==> src/verilog/psb_defs.svh <==
// Constants for the power-on strap boot selector: strap codes, times, counts.
// Assumes a single 125 MHz reference clock; included by bare name.
`ifndef PSB_DEFS_SVH
`define PSB_DEFS_SVH

// Clock period in ns
`define PSB_CLK_NS 8

// Strap codes, bit 2 is the most significant strap
`define PSB_SERIAL_DOWNLOAD_CODE 3'h4
`define PSB_TWO_PIN_DEBUG_CODE 3'h1
`define PSB_FOUR_PIN_DEBUG_CODE 3'h0
`define PSB_BREAK_QUALIFIED_CODE 3'h2
`define PSB_FACTORY_RESTORE_CODE 3'h3

// Strap bit positions
`define PSB_STRAP_TOP 2
`define PSB_RF_LO 0
`define PSB_RF_HI 1

// Bit of the synchronised bundle that carries the serial receive line
`define PSB_RX_BIT 3

// Settling time of the strap pins after reset release, least time
`define PSB_SETTLE_NS 1000
`define PSB_SETTLE_CYC ((`PSB_SETTLE_NS + `PSB_CLK_NS - 1) / `PSB_CLK_NS)

// Least low time of the receive line that counts as a break
`define PSB_BREAK_LOW_NS 100000
`define PSB_BREAK_LOW_CYC ((`PSB_BREAK_LOW_NS + `PSB_CLK_NS - 1) / `PSB_CLK_NS)

// Longest time spent looking for a break
`define PSB_BREAK_WIN_NS 10000000
`define PSB_BREAK_WIN_CYC (`PSB_BREAK_WIN_NS / `PSB_CLK_NS)

// Reset values; the receive line bit resets to its idle high level,
// so the low-run counter never starts from a false low after reset
`define PSB_SYNC_RST 4'h8
`define PSB_CNT_RST 24'h000000

`endif

==> src/verilog/psb_pkg.sv <==
// Types for the power-on strap boot selector.
// Assumes psb_defs.svh is on the include path.
`default_nettype none
`include "psb_defs.svh"

package psb_pkg;

	typedef enum logic [2:0] {
		serial_download_boot,
		run_with_two_pin_debug,
		run_with_four_pin_debug,
		break_qualified_boot,
		factory_restore_boot
	} psb_flow_t;

	typedef enum logic [2:0] {
		ST_SETTLE,
		ST_LATCH,
		ST_BREAK,
		ST_APPLY,
		ST_RUN
	} psb_state_t;

	typedef struct packed {
		logic [3:0] s1;
		logic [3:0] s2;
	} psb_sync_t;

	typedef struct packed {
		psb_state_t st;
		logic [23:0] cnt;
		logic [23:0] low_cnt;
		logic [2:0] code;
		psb_flow_t flow;
		logic brk_seen;
		logic core_rst;
		logic done;
		logic jtag4;
		logic swd2;
		logic uart_map;
		logic dl_wait;
		logic restore;
		logic [2:0] pin_out;
		logic [2:0] pin_oe;
	} psb_top_state_t;

	// Strap code to boot flow; unlisted codes fall back to four-pin run
	function automatic psb_flow_t decode_code(input logic [2:0] code);
		psb_flow_t f;
		f = run_with_four_pin_debug;
		case (code)
			`PSB_SERIAL_DOWNLOAD_CODE: f = serial_download_boot;
			`PSB_TWO_PIN_DEBUG_CODE: f = run_with_two_pin_debug;
			`PSB_FOUR_PIN_DEBUG_CODE: f = run_with_four_pin_debug;
			`PSB_BREAK_QUALIFIED_CODE: f = break_qualified_boot;
			`PSB_FACTORY_RESTORE_CODE: f = factory_restore_boot;
			default: f = run_with_four_pin_debug;
		endcase
		return f;
	endfunction

endpackage

`default_nettype wire

==> src/verilog/psb_sync.sv <==
// Two-flop synchroniser for the strap pins and the serial receive line.
// Assumes inputs are asynchronous pins; output is on ref_clk.
`default_nettype none
`include "psb_defs.svh"

module psb_sync (
	input wire logic ref_clk,
	input wire logic rst,
	input wire logic [3:0] async_in,
	output logic [3:0] sync_out
);

	psb_pkg::psb_sync_t s_q;
	psb_pkg::psb_sync_t s_d;

	// First stage feeds only the second stage
	always_comb begin
		s_d = s_q;
		s_d.s1 = async_in;
		s_d.s2 = s_q.s1;
	end

	always_ff @(posedge ref_clk) begin
		if (rst) begin
			s_q <= {`PSB_SYNC_RST, `PSB_SYNC_RST};
		end else begin
			s_q <= s_d;
		end
	end

	assign sync_out = s_q.s2;

endmodule

`default_nettype wire

==> src/verilog/psb_boot_select.sv <==
// Power-on strap boot selector: samples three straps, latches them, picks
// the boot flow, the debug and serial pin mapping, then hands the low two
// strap pins to the radio switch and the top pin to the application.
// Assumes rst is the power-up reset and holds the core (core_rst_q) until
// the boot flow is decided; external pulls set strap levels.
//
// Boot timeline, edges counted from the first edge with rst low
// Edges 1 to 125: settle counter, pulls and sync flops come to rest
// Edge 126: single strap capture and first decode
// Edge 127, flows other than break: mapping applied, core reset dropped, pins handed over
// Break flow: receive line watched from edge 127 until break or window end
// Download flow: dl_wait_q stays high until the next power-up reset
//
// Ports
// ref_clk: single reference clock, every flop runs on it
// rst: power-up reset, synchronous, active high
// strap_pin_in: live strap pin levels, bit 2 the top strap, asynchronous
// strap_pin_out_q: strap pin drive values, low two from the radio after boot
// strap_pin_oe_q: strap pin output enables, all low until boot is done
// uart_rx_pin: serial receive pin, asynchronous, idles high
// rf_sw_ctl: band switch control from the radio, same clock
// app_strap2_out: application drive value for the top strap pin
// app_strap2_oe: application output enable for the top strap pin
// strap_code_q: latched strap code, held until the next power-up
// boot_flow_q: resolved boot flow, meaningful once boot_done_q is high
// break_seen_q: break found on the receive line in break-qualified flow
// boot_done_q: boot decision complete, high until the next power-up
// core_rst_q: core reset, held high until the decision is complete
// dbg_jtag4_q: four-wire JTAG debug port enabled
// dbg_swd2_q: two-pin serial wire debug enabled
// uart_map_q: first serial port pins mapped
// dl_wait_q: waiting for a serial download, never times out
// restore_start_q: one-cycle start pulse of factory image restore
//
// Pin handover
// Strap pins are inputs only until boot is done
// Low two then drive the band switch and nothing else
// Top pin then belongs to the application, either direction
//
// Reset state
// Core reset high, four-pin flow assumed, every other output low
// Receive line sync resets to its idle high level
//
// Limits
// Straps must stay stable from reset release to the capture edge
// Top strap pin direction after boot is the application's choice
// Break and window lengths are parameters; the settle time is fixed
`default_nettype none
`include "psb_defs.svh"

module psb_boot_select #(
	parameter int unsigned BREAK_LOW_CYC = `PSB_BREAK_LOW_CYC,
	parameter int unsigned BREAK_WIN_CYC = `PSB_BREAK_WIN_CYC
) (
	input wire logic ref_clk,
	input wire logic rst,
	input wire logic [2:0] strap_pin_in,
	output logic [2:0] strap_pin_out_q,
	output logic [2:0] strap_pin_oe_q,
	input wire logic uart_rx_pin,
	input wire logic [1:0] rf_sw_ctl,
	input wire logic app_strap2_out,
	input wire logic app_strap2_oe,
	output logic [2:0] strap_code_q,
	output psb_pkg::psb_flow_t boot_flow_q,
	output logic break_seen_q,
	output logic boot_done_q,
	output logic core_rst_q,
	output logic dbg_jtag4_q,
	output logic dbg_swd2_q,
	output logic uart_map_q,
	output logic dl_wait_q,
	output logic restore_start_q
);

	localparam logic [23:0] SETTLE_LAST = 24'(`PSB_SETTLE_CYC - 1);
	localparam logic [23:0] LOW_LAST = 24'(BREAK_LOW_CYC - 1);
	localparam logic [23:0] WIN_LAST = 24'(BREAK_WIN_CYC - 1);

	logic [3:0] pin_sync;
	logic rx_level;
	logic [2:0] strap_level;

	psb_pkg::psb_top_state_t s_q;
	psb_pkg::psb_top_state_t s_d;

	// Straps and receive line are pins, so both pass two flops
	psb_sync u_sync (
		.ref_clk(ref_clk),
		.rst(rst),
		.async_in({uart_rx_pin, strap_pin_in}),
		.sync_out(pin_sync)
	);

	assign rx_level = pin_sync[`PSB_RX_BIT];
	assign strap_level = pin_sync[2:0];

	// Four-wire JTAG in download and four-pin runs; restore leaves debug off
	function automatic logic flow_jtag4(input psb_pkg::psb_flow_t f);
		logic on;
		on = 1'b0;
		case (f)
			psb_pkg::serial_download_boot: on = 1'b1;
			psb_pkg::run_with_two_pin_debug: on = 1'b0;
			psb_pkg::run_with_four_pin_debug: on = 1'b1;
			psb_pkg::break_qualified_boot: on = 1'b0;
			psb_pkg::factory_restore_boot: on = 1'b0;
			default: on = 1'b0;
		endcase
		return on;
	endfunction

	// Two-pin debug only in its own run flow
	function automatic logic flow_swd2(input psb_pkg::psb_flow_t f);
		logic on;
		on = 1'b0;
		case (f)
			psb_pkg::serial_download_boot: on = 1'b0;
			psb_pkg::run_with_two_pin_debug: on = 1'b1;
			psb_pkg::run_with_four_pin_debug: on = 1'b0;
			psb_pkg::break_qualified_boot: on = 1'b0;
			psb_pkg::factory_restore_boot: on = 1'b0;
			default: on = 1'b0;
		endcase
		return on;
	endfunction

	// After boot, first serial port stays mapped only while a download is awaited
	function automatic logic flow_uart_map(input psb_pkg::psb_flow_t f);
		logic on;
		on = 1'b0;
		case (f)
			psb_pkg::serial_download_boot: on = 1'b1;
			psb_pkg::run_with_two_pin_debug: on = 1'b0;
			psb_pkg::run_with_four_pin_debug: on = 1'b0;
			psb_pkg::break_qualified_boot: on = 1'b0;
			psb_pkg::factory_restore_boot: on = 1'b0;
			default: on = 1'b0;
		endcase
		return on;
	endfunction

	// Download wait has no timeout, so only a new power-up ends it
	function automatic logic flow_dl_wait(input psb_pkg::psb_flow_t f);
		logic on;
		on = 1'b0;
		case (f)
			psb_pkg::serial_download_boot: on = 1'b1;
			psb_pkg::run_with_two_pin_debug: on = 1'b0;
			psb_pkg::run_with_four_pin_debug: on = 1'b0;
			psb_pkg::break_qualified_boot: on = 1'b0;
			psb_pkg::factory_restore_boot: on = 1'b0;
			default: on = 1'b0;
		endcase
		return on;
	endfunction

	// Restore start; a pulse, since the restore engine runs on its own
	function automatic logic flow_restore(input psb_pkg::psb_flow_t f);
		logic on;
		on = 1'b0;
		case (f)
			psb_pkg::serial_download_boot: on = 1'b0;
			psb_pkg::run_with_two_pin_debug: on = 1'b0;
			psb_pkg::run_with_four_pin_debug: on = 1'b0;
			psb_pkg::break_qualified_boot: on = 1'b0;
			psb_pkg::factory_restore_boot: on = 1'b1;
			default: on = 1'b0;
		endcase
		return on;
	endfunction

	// Next-state logic of the boot sequence
	always_comb begin
		s_d = s_q;
		s_d.restore = 1'b0;
		case (s_q.st)
			// Sync flops and pulls need time before the sample counts
			psb_pkg::ST_SETTLE: begin
				if (s_q.cnt == SETTLE_LAST) begin
					s_d.cnt = `PSB_CNT_RST;
					s_d.st = psb_pkg::ST_LATCH;
				end else begin
					s_d.cnt = s_q.cnt + 24'h000001;
				end
			end
			// Single capture; nothing else ever writes code
			psb_pkg::ST_LATCH: begin
				s_d.code = strap_level;
				s_d.flow = psb_pkg::decode_code(strap_level);
				s_d.cnt = `PSB_CNT_RST;
				s_d.low_cnt = `PSB_CNT_RST;
				if (psb_pkg::decode_code(strap_level) == psb_pkg::break_qualified_boot) begin
					s_d.uart_map = 1'b1;
					s_d.st = psb_pkg::ST_BREAK;
				end else begin
					s_d.st = psb_pkg::ST_APPLY;
				end
			end
			// Break is a low run of the receive line inside the window
			psb_pkg::ST_BREAK: begin
				s_d.cnt = s_q.cnt + 24'h000001;
				if (rx_level) begin
					s_d.low_cnt = `PSB_CNT_RST;
				end else begin
					s_d.low_cnt = s_q.low_cnt + 24'h000001;
				end
				if (!rx_level && (s_q.low_cnt == LOW_LAST)) begin
					s_d.brk_seen = 1'b1;
					s_d.flow = psb_pkg::serial_download_boot;
					s_d.st = psb_pkg::ST_APPLY;
				end else if (s_q.cnt == WIN_LAST) begin
					s_d.flow = psb_pkg::run_with_four_pin_debug;
					s_d.st = psb_pkg::ST_APPLY;
				end
			end
			// Pin mapping follows the resolved flow; core leaves reset on the same edge
			psb_pkg::ST_APPLY: begin
				s_d.jtag4 = flow_jtag4(s_q.flow);
				s_d.swd2 = flow_swd2(s_q.flow);
				s_d.uart_map = flow_uart_map(s_q.flow);
				s_d.dl_wait = flow_dl_wait(s_q.flow);
				s_d.restore = flow_restore(s_q.flow);
				s_d.core_rst = 1'b0;
				s_d.done = 1'b1;
				s_d.st = psb_pkg::ST_RUN;
			end
			// Terminal: no timeout leaves download wait, no pin reloads code
			psb_pkg::ST_RUN: begin
				s_d.st = psb_pkg::ST_RUN;
			end
			default: begin
				s_d.st = psb_pkg::ST_SETTLE;
			end
		endcase
		// Strap pins stay inputs until boot is done, else the sample is spoiled
		if (s_d.done) begin
			s_d.pin_out[`PSB_RF_HI:`PSB_RF_LO] = rf_sw_ctl;
			s_d.pin_oe[`PSB_RF_HI:`PSB_RF_LO] = 2'h3;
			s_d.pin_out[`PSB_STRAP_TOP] = app_strap2_out;
			s_d.pin_oe[`PSB_STRAP_TOP] = app_strap2_oe;
		end else begin
			s_d.pin_out = 3'h0;
			s_d.pin_oe = 3'h0;
		end
	end

	// Power-up reset returns everything to the sampling start
	always_ff @(posedge ref_clk) begin
		if (rst) begin
			s_q.st <= psb_pkg::ST_SETTLE;
			s_q.cnt <= `PSB_CNT_RST;
			s_q.low_cnt <= `PSB_CNT_RST;
			s_q.code <= 3'h0;
			s_q.flow <= psb_pkg::run_with_four_pin_debug;
			s_q.brk_seen <= 1'b0;
			s_q.core_rst <= 1'b1;
			s_q.done <= 1'b0;
			s_q.jtag4 <= 1'b0;
			s_q.swd2 <= 1'b0;
			s_q.uart_map <= 1'b0;
			s_q.dl_wait <= 1'b0;
			s_q.restore <= 1'b0;
			s_q.pin_out <= 3'h0;
			s_q.pin_oe <= 3'h0;
		end else begin
			s_q <= s_d;
		end
	end

	// All outputs straight from the state register
	assign strap_pin_out_q = s_q.pin_out;
	assign strap_pin_oe_q = s_q.pin_oe;
	assign strap_code_q = s_q.code;
	assign boot_flow_q = s_q.flow;
	assign break_seen_q = s_q.brk_seen;
	assign boot_done_q = s_q.done;
	assign core_rst_q = s_q.core_rst;
	assign dbg_jtag4_q = s_q.jtag4;
	assign dbg_swd2_q = s_q.swd2;
	assign uart_map_q = s_q.uart_map;
	assign dl_wait_q = s_q.dl_wait;
	assign restore_start_q = s_q.restore;

endmodule

`default_nettype wire

==> config.mk <==
export PLATFORM = sky130hd
export DESIGN_NAME = psb_boot_select
export DESIGN_NICKNAME = d
export VERILOG_FILES = /design/src/verilog/psb_pkg.sv /design/src/verilog/psb_sync.sv /design/src/verilog/psb_boot_select.sv
export VERILOG_INCLUDE_DIRS = /design/src /design/src/verilog
export SDC_FILE = /design/constraint.sdc
export NUM_CORES = 1
export LEC_CHECK = 0
export ABC_AREA = 1
export BUFFER_PORTS_ARGS = -buffer_cell sky130_fd_sc_hd__buf_2
export CORE_UTILIZATION = 45
export CTS_CLUSTER_SIZE = 10
export DETAILED_ROUTE_END_ITERATION = 6
export HOLD_SLACK_MARGIN = 0.03
export PLACE_DENSITY = 0.75
export SLEW_MARGIN = 20
export SYNTH_ARGS = -nofsm -noshare
export SYNTH_HDL_FRONTEND = slang
export SYNTH_SLANG_ARGS = --single-unit
==> constraint.sdc <==
create_clock -name ref_clk -period 1.6 [get_ports ref_clk]
set_clock_uncertainty 0.2 [all_clocks]
set_input_delay 0.16 -clock ref_clk [delete_from_list [all_inputs] [get_ports ref_clk]]
set_output_delay 0.16 -clock ref_clk [all_outputs]
set_load 0.01 [all_outputs]
[After elaboration in Yosys (flattened, before gate mapping)]
Cells that the tools add are included.
Storage, ports and cells
  bits of input ports: 10
  word-level logic and storage cells: 77
  output and inout port bits: 20
  bits in registers: 79
Operators by class
  muxes and demuxes: 22
  equal/unequal tests: 18
  reduce and logical (&&, ||, !) cells: 15
  bitwise gates (word level): 2
  add/sub/neg operators: 2
Operators with widths (number)
  24-bit case mux with 3 select lines: 1
  24-bit by 1-bit adder with 24-bit output (second input constant): 2
  24-bit two-way mux: 2
  24-bit case mux with 2 select lines: 1
  24-bit by 14-bit == test with 1-bit output (second input constant): 1
  24-bit by 21-bit == test with 1-bit output (second input constant): 1
  24-bit by 7-bit == test with 1-bit output (second input constant): 1
  3-bit case mux with 4 select lines: 2
  3-bit two-way mux: 7
  3-bit by 2-bit == test with 1-bit output (second input constant): 6
  3-bit by 1-bit == test with 1-bit output (second input constant): 3
  3-bit == test (second input constant): 3
  2-bit AND reduction: 4
  2-bit OR reduction: 4
  3-bit zero test: 2
  1-bit two-way mux: 6
  3-bit case mux with 2 select lines: 1
  2-bit != test (second input constant): 2
  2-bit nonzero test: 2
  3-bit != test (second input constant): 1
  3-bit nonzero test: 1
  2-bit two-way mux: 1
  1-bit NOT: 2
  1-bit case mux with 2 select lines: 1
  2 further kinds: 2

[Logic depth before layout (Yosys ltp)]
Gate-level depths: netlist (run 1).
  depth in word-level cells: 6
  mapped depth: 11

[Cells and area by module]
Synthesis (run 1) repeated with hierarchy kept, for this count alone.
Unflattened totals
  cells, all modules: 602
  area, all modules: 3990.1 um^2
By module, submodules not included
  psb_boot_select: times used 1, area an instance 3766.1 um^2, cells each 577
  psb_sync: times used 1, area an instance 224.0 um^2, cells each 25

[Worst setup path before layout (run 1)]
Ideal clock, no wire load.
  kind: reg-to-reg
  start point: register s_q[20] (netlist name)
  end point: register s_q[36] (netlist name)
  library setup time: 0.126 ns
  arrival time: 1.426 ns
  setup slack: -0.153 ns
  path buffers: 0
  clock period less this slack: 1.753 ns
  cell stages (with the launch flop): 9
  data required time: 1.274 ns
  path through: dfxtp_1 -> ha_1 -> nand2_1 -> nor2_1 -> nand2_1 -> nor2_1 -> nand4_1 -> o21ai_0 -> a21oi_1
On the way
  longest elaborated chain between the ends: 3
RTL lines
  start: declaration: RTL line psb_boot_select.sv:84  | psb_pkg::psb_top_state_t s_q;
  24-bit by 1-bit adder with 24-bit output: RTL line psb_boot_select.sv:206  | s_d.low_cnt = s_q.low_cnt + 24'h000001;
  24-bit two-way mux: RTL line psb_boot_select.sv:203  | if (rx_level) begin
  24-bit case mux with 2 select lines: RTL line psb_boot_select.sv:177  | case (s_q.st)
Every way passes these cells.
A chain may end at the register's enable or synchronous reset.

[Worst setup path after layout (run 1)]
  start point: register s_q[48] (netlist name)
  end point: register s_q[48] (netlist name)
On the way
  longest elaborated chain between the ends: 3
  elaborated cells between the ends (all ways): 4
RTL lines
  24-bit by 1-bit adder with 24-bit output or 24-bit by 7-bit == test with 1-bit output (tied branches): RTL line psb_boot_select.sv:184, psb_boot_select.sv:202, psb_boot_select.sv:180
  24-bit two-way mux: RTL line psb_boot_select.sv:180  | if (s_q.cnt == SETTLE_LAST) begin
  24-bit case mux with 3 select lines (*): RTL line psb_boot_select.sv:177
Every way passes the cells marked *; elsewhere a longest branch is shown, timed or not.

==> flow_summary.yaml, run 1 <==
job:
  cap_violations: 0
cells_and_area:
  diodes: 0
  layout-drive-gt1-share: 0.420
  syn2layout_area_growth_pct: 46.4
  stdcell_area_sq_um: 6020
  n_fill_cell: 630
  layout.nets: 769
  finalNonFillerCells: 869
clock_tree:
  clock_sinks: 77
  htree_levels: 3
  cts_root_buffer: "clkbuf_8"
  cts_buffers: 9
  insertion_delay_ps: 380
  clk_pin_slew_ps: 110
  cts_tree: "done"
  ctsLongestPathBuffers: 2
logic_synthesis:
  synth-main-ff-cell: "dfxtp_1"
  synth_area_sq_um: 4110
  async_reset_ff_frac: 0
  synth.distinct_cells: 40
  synth_top_area_frac: 0.375
  netlist_instances: 615
  synth_nets: 628
  synth_top_area_cell: "dfxtp_1"
  avgSynthCellArea_sq_um: 6.69
  synth_edf_count: 0
  yosys-top-cells-count: "nand2_1 (131), nor2_1 (108), dfxtp_1 (77), inv_1 (77), nand3_1 (49)"
  ys_warn_count: 0
  yosysMostFrequentCell: "nand2_1"
  synthTopCellsByArea: "dfxtp_1 (37%), nand2_1 (12%), nor2_1 (9.9%)"
  ys_ff_latch: 77
  yosysSeqAreaShare: 0.375
routing:
  vias_per_cell: 5.46
  drt_pass1_iterations: 7
  via_count: 4749
  wirelength_microns: 13800
  drcViolationCount: 11
  routedWlPerCell_microns: 15.9
  dr.first_iter.drc_count: 354
  ant_nets: 0
timing:
  setup_slack_ps: -183
  rsz0062_at_grt: "true"
  fin_hold_ws_ps: 194
  maxSlewHeadroom: 0.723
  final_hold_viol_count: 0
  finalWorstPathRequiredPeriod_ps: 1780
  drv_slew: 0
  tightest_slew_ps: 412
  finalSetupViolations: 50
  post-route-period-util: 1.11
  timing.fmax_mhz: 561
critical_path:
  critPathLaunch: "s_q[48]"
  path_cells: "nand2_2, nor2_4, inv_2, nor2_4, nand3_2, nand2_2, nand3_4, buf_6, nand2_8, nor2_4"
  critPathRequiredTime_ps: 1660
  reg2reg_slack_ps: -180
  crit_top_cell: "nor2_4"
  critPathBufInv: 2
  timing.rr.start: "s_q[48]"
  rr_worst_depth: 10
  rr_endpoint: "s_q[48]"
  cpLargestDelayFamily: "simple AND/OR/NAND/NOR gates"
  start_kind: "register"
  critPathMaxFanout: 7
  worst_setup_path_end_kind: "register"
  worstPathArrival_ps: 1840
  criticalPathCategory: "register to register"
  cpPeakStageDelay_ps: 380
  slowest_stage: "dfxtp_4"
hold_path:
  hold_start: "u_sync.s_d[0]"
  hold_path_depth: 2
  hold_class: "register to register"
  hold_end: "u_sync.sync_out[0]"
power:
  p_leak_nw: 2.58
  p_per_area_nw_per_um2: 710
  vdd_drop_max_uv: 440
global_route:
  antenna_found_initial: 0
  grt_usage: 0.256
  grt_pass1_wl_microns: 19500
  overflow: 0
  grt_pass1_vias: 4351
  grt_max_degree: 18
die:
  pin_count: 30
  start_util: 0.467
  die_w_microns: 97.6
  fp-row-count: 34
  die_area_sq_um: 9530
  dieHeight_microns: 97.6
  coreArea_sq_um: 8810
outcome:
  violations: "DRC, setup timing"
  run_status: "complete, but fails checks"
place:
  detailed_place.area_sq_um: 4940
  place_congestion: 0.951
  dp_hpwl_microns: 8050
  portBuffers: 29
  dp.cells: 816
[placed cells by master, fill, tap and decap left out, types with 12 or more instances in the layout]
cell type / n
a21oi_1: 27
buf_2: 29
buf_4: 100
dfxtp_1: 49
dfxtp_2: 14
dfxtp_4: 14
dlygate4sd3_1: 12
inv_1: 67
nand2_1: 112
nand2_2: 17
nand3_1: 37
nand4_1: 15
nor2_1: 69
nor2_2: 34
nor2_4: 21
o21ai_0: 19
[worst reg2reg max path, delay by kind of cell (launching register included)]
family	cells	cell delay, ps
buffers and inverters	2	250
DFF	1	380
and+or+nand+nor	8	860
[flip-flops by register name, indices dropped and copies added (netlist names)]
name,flops
s_q,51
break_seen_q,1
boot_flow_q,3
restore_start_q,1
u_sync.sync_out,4
strap_pin_out_q,3
dbg_jtag4_q,1
dl_wait_q,1
core_rst_q,1
u_sync.s_d,4
dbg_swd2_q,1
strap_pin_oe_q,2
strap_code_q,3
uart_map_q,1
[power breakdown]
group	switching [W]	total [W]	internal [W]
sequential	0.0000639	0.00202	0.00195
combinational	0.000432	0.000770	0.000339
clock	0.000889	0.00149	0.000602
[worst max path at each step]
stage / endpoint / cells after the start
after floorplan: s_q[59] / 10
after global placement: s_q[64] / 9
after detailed placement: s_q[54] / 10
after CTS: s_q[56] / 10
after global routing: s_q[48] / 10
final: s_q[48] / 10
[routing by layer]
metal  routed length [microns]  part of all wire  vias to the layer above  global-route usage
li1                          -                 -                     2247                   -
met1                      5330              0.39                     2206               0.295
met2                      6880              0.50                      226               0.455
met3                       866             0.063                       70              0.0446
met4                       723             0.052                        0               0.122
met5                         0                 0                        -                   0
[metrics by stage]
stage | setup WS, ps | total power, W | TNS [ps] | utilization
2_1_floorplan | 0.263 | 0.00237 | 0 | -
3_3_place_gp | -75.3 | 0.00254 | -1660 | 0.561
3_5_place_dp | -124 | 0.00255 | -3350 | 0.561
4_1_cts | -94.3 | 0.00409 | -1250 | 0.616
5_1_grt | -229 | 0.00440 | -7850 | 0.684
6_report | -183 | 0.00428 | -4750 | 0.684
[layout make-up]
cell class,instances,area [sq um],share of cell area
Clock inverter,7,63.8,0.0106
Sequential cell,77,1610,0.268
Clock buffer,9,124,0.0206
Inverter,82,320,0.0532
Tap cell,108,135,0.0224
Timing Repair Buffer,152,1160,0.192
Multi-Input combinational cell,434,2610,0.434
[kinds of logic (layout without fill, tap and decap cells)]
| group | after synthesis | in the layout | synth area share |
|---|---|---|---|
| adder cells (fa/ha/maj) | 3 | 3 | 0.00913 |
| XOR/XNOR | 8 | 8 | 0.0170 |
| AND/OR/NAND/NOR | 349 | 350 | 0.385 |
| AO/OA/AOI/OAI | 73 | 73 | 0.0991 |
| flip-flops | 77 | 77 | 0.375 |
| buffers and inverters | 105 | 250 | 0.115 |
[repair_timing]
item                                   CTS  global route
endpoints found under the hold margin   19             0
gates cloned                             0             1
setup endpoints to repair               53            60
pin swaps                               12            38
gates resized for setup                 36           147
buffers inserted                         8            16
hold buffers                            12             0
No activity file was read; power rests on OpenSTA's default activity.
==> inputs of run 2 (changes only) <==
PLACE_DENSITY = 0.74   (was 0.75)
SETUP_SLACK_MARGIN = 0.3   (was default)
==> run 2 against run 1 <==
  * The run ends with DRC, hold timing, setup timing left
  * Sequential power barely moved
  * Register-to-register slack got worse by 110 ps
  * Sequential share of layout area fell by 1.4 points
  * Highest routed layer unchanged
  * Via count rose by 6.2%
  * Maximum frequency fell by 5.9%
  * Die area did not move
  * Largest power group unchanged
  * Core utilization rose by 4.7 points
  * Critical path depth did not move
  * First-iteration DRC count rose by 3.1%
  * Non-clock buffer count rose by 6
  * Wire length rose by 14%
==> flow_summary.yaml, run 2 (synthesized netlist as in run 1, its figures left out) <==
global_route:
  grt_max_degree: 29
  overflow: 0
  antenna_found_initial: 0
  grt_pass1_wl_microns: 22000
  grt_usage: 0.287
  grt_pass1_vias: 4750
place:
  dp_hpwl_microns: 7950
  detailed_place.area_sq_um: 4960
  dp.cells: 806
  place_congestion: 0.964
  portBuffers: 29
job:
  cap_violations: 0
cells_and_area:
  diodes: 0
  multi_input_area_sq_um: 2830
  layout_commonest_cell: "nand2_1"
  syn2layout_area_growth_pct: 56.4
  largest_reg_flops: 51
  finalNonFillerCells: 876
  seqCellArea_sq_um: 1630
  layout-drive-gt1-share: 0.488
  stdcell_area_sq_um: 6430
  layout.nets: 776
  largest-register: "s_q"
  mostFrequentLayoutCells: "nand2_1 (100), buf_4 (90), nor2_1 (72), inv_1 (64), dfxtp_1 (41)"
  n_fill_cell: 566
outcome:
  violations: "DRC, hold timing, setup timing"
  run_status: "complete, but fails checks"
routing:
  routedWlPerCell_microns: 18.0
  via_count: 5042
  wirelength_microns: 15800
  dr.first_iter.drc_count: 365
  drcViolationCount: 4
  ant_nets: 0
  drt_pass1_iterations: 7
  vias_per_cell: 5.76
timing:
  drv_slew: 0
  finalWorstPathRequiredPeriod_ps: 1900
  tns_ps: -4030
  tightest_slew_ps: 606
  fin_hold_ws_ps: -27.5
  maxSlewHeadroom: 0.592
  post-route-period-util: 1.18
  timing.fmax_mhz: 528
  finalSetupViolations: 50
  rsz0062_at_grt: "true"
  final_hold_viol_count: 10
  setup_slack_ps: -296
critical_path:
  cp_num_cells: 10
  timing.rr.start: "s_q[21]"
  start_kind: "register"
  rr_endpoint: "boot_flow_q[1]"
  endpoint: "boot_flow_q[1]"
  critPathMaxFanout: 3
  worst_setup_path_end_kind: "register"
  worstPathArrival_ps: 1950
  critPathBufInv: 1
  cpPeakStageDelay_ps: 380
  cpLargestDelayFamily: "simple AND/OR/NAND/NOR gates"
  slowest_stage: "dfxtp_4"
  reg2reg_slack_ps: -300
  crit_top_cell: "nor2_2"
  criticalPathCategory: "register to register"
  path_cells: "ha_4, inv_2, nor2_2, nand2_1, nor2_2, nand3_2, nor2_2, nor2_1, nand3_1, nand3_1"
  critPathLaunch: "s_q[21]"
  rr_worst_depth: 10
  critPathRequiredTime_ps: 1650
clock_tree:
  cts_buffers: 9
  ctsLongestPathBuffers: 2
  htree_levels: 3
  cts_hold_buf: 9
  cts_tree: "done"
  clk_pin_slew_ps: 110
  insertion_delay_ps: 390
  clock_sinks: 77
  cts_root_buffer: "clkbuf_8"
die:
  start_util: 0.467
  die_w_microns: 97.6
  coreArea_sq_um: 8810
  fp-row-count: 34
  pin_count: 30
  die_area_sq_um: 9530
  dieHeight_microns: 97.6
hold_path:
  hold_class: "input pin to register"
power:
  p_per_area_nw_per_um2: 681
  vdd_drop_max_uv: 435
  p_total_w: 0.00438
  p_leak_nw: 2.69
run 2: final cells by class:
| type | count | share of cell area |
|---|---|---|
| inverters | 82 | 0.0521 |
| clock inverters | 7 | 0.0101 |
| clock buffers | 9 | 0.0193 |
| repair inverters | 1 | 0.00175 |
| repair buffers | 158 | 0.202 |
| well taps | 108 | 0.0210 |
| flip-flops and latches | 77 | 0.254 |
| multi-input cells | 434 | 0.440 |
run 2: metal layers:
layer	global-route usage	routed length, microns	part of all wire	up-vias
met5	0	0	0	-
met3	0.0547	1130	0.072	90
met2	0.519	7840	0.50	302
li1	-	-	-	2254
met4	0.133	827	0.052	0
met1	0.322	5980	0.38	2396
run 2: timing repair:
item | 4_1_cts | 5_1_grt
pin swaps | 50 | 60
endpoints found under the hold margin | 16 | 16
gates cloned | 2 | 0
buffers inserted | 30 | 13
resized for setup | 147 | 106
endpoints found under the setup margin | 69 | 70
run 2: stage by stage:
step                setup slack [ps]   util
finish                          -296  0.731
global route                    -364  0.731
global placement               -97.2  0.563
CTS                            -75.4  0.680
floorplan                       41.0      -
detailed placement              -153  0.563
run 2: how the worst min path moves through the flow:
stage | startpoint | to | depth (start not counted)
finish | rst | s_q[35] | 3
global route | rst | s_q[21] | 3
CTS | rst | s_q[21] | 3
detailed placement | uart_rx_pin | u_sync.s_d[3] | 2
global placement | uart_rx_pin | u_sync.s_d[3] | 2
floorplan | uart_rx_pin | u_sync.s_d[3] | 1
run 2: where the power goes:
group / internal [W] / switching [W] / total (W)
registers: 0.00194 / 0.0000712 / 0.00202
clock network: 0.000605 / 0.000905 / 0.00151
logic: 0.000378 / 0.000480 / 0.000858
run 2: worst reg2reg max path, cell delays in order, from the launching register on:
cell     delay [ps]
dfxtp_4         380
ha_4            170
inv_2            40
nor2_2          100
nand2_1         110
nor2_2          150
nand3_2         170
nor2_2          210
nor2_1           90
nand3_1          90
nand3_1          70
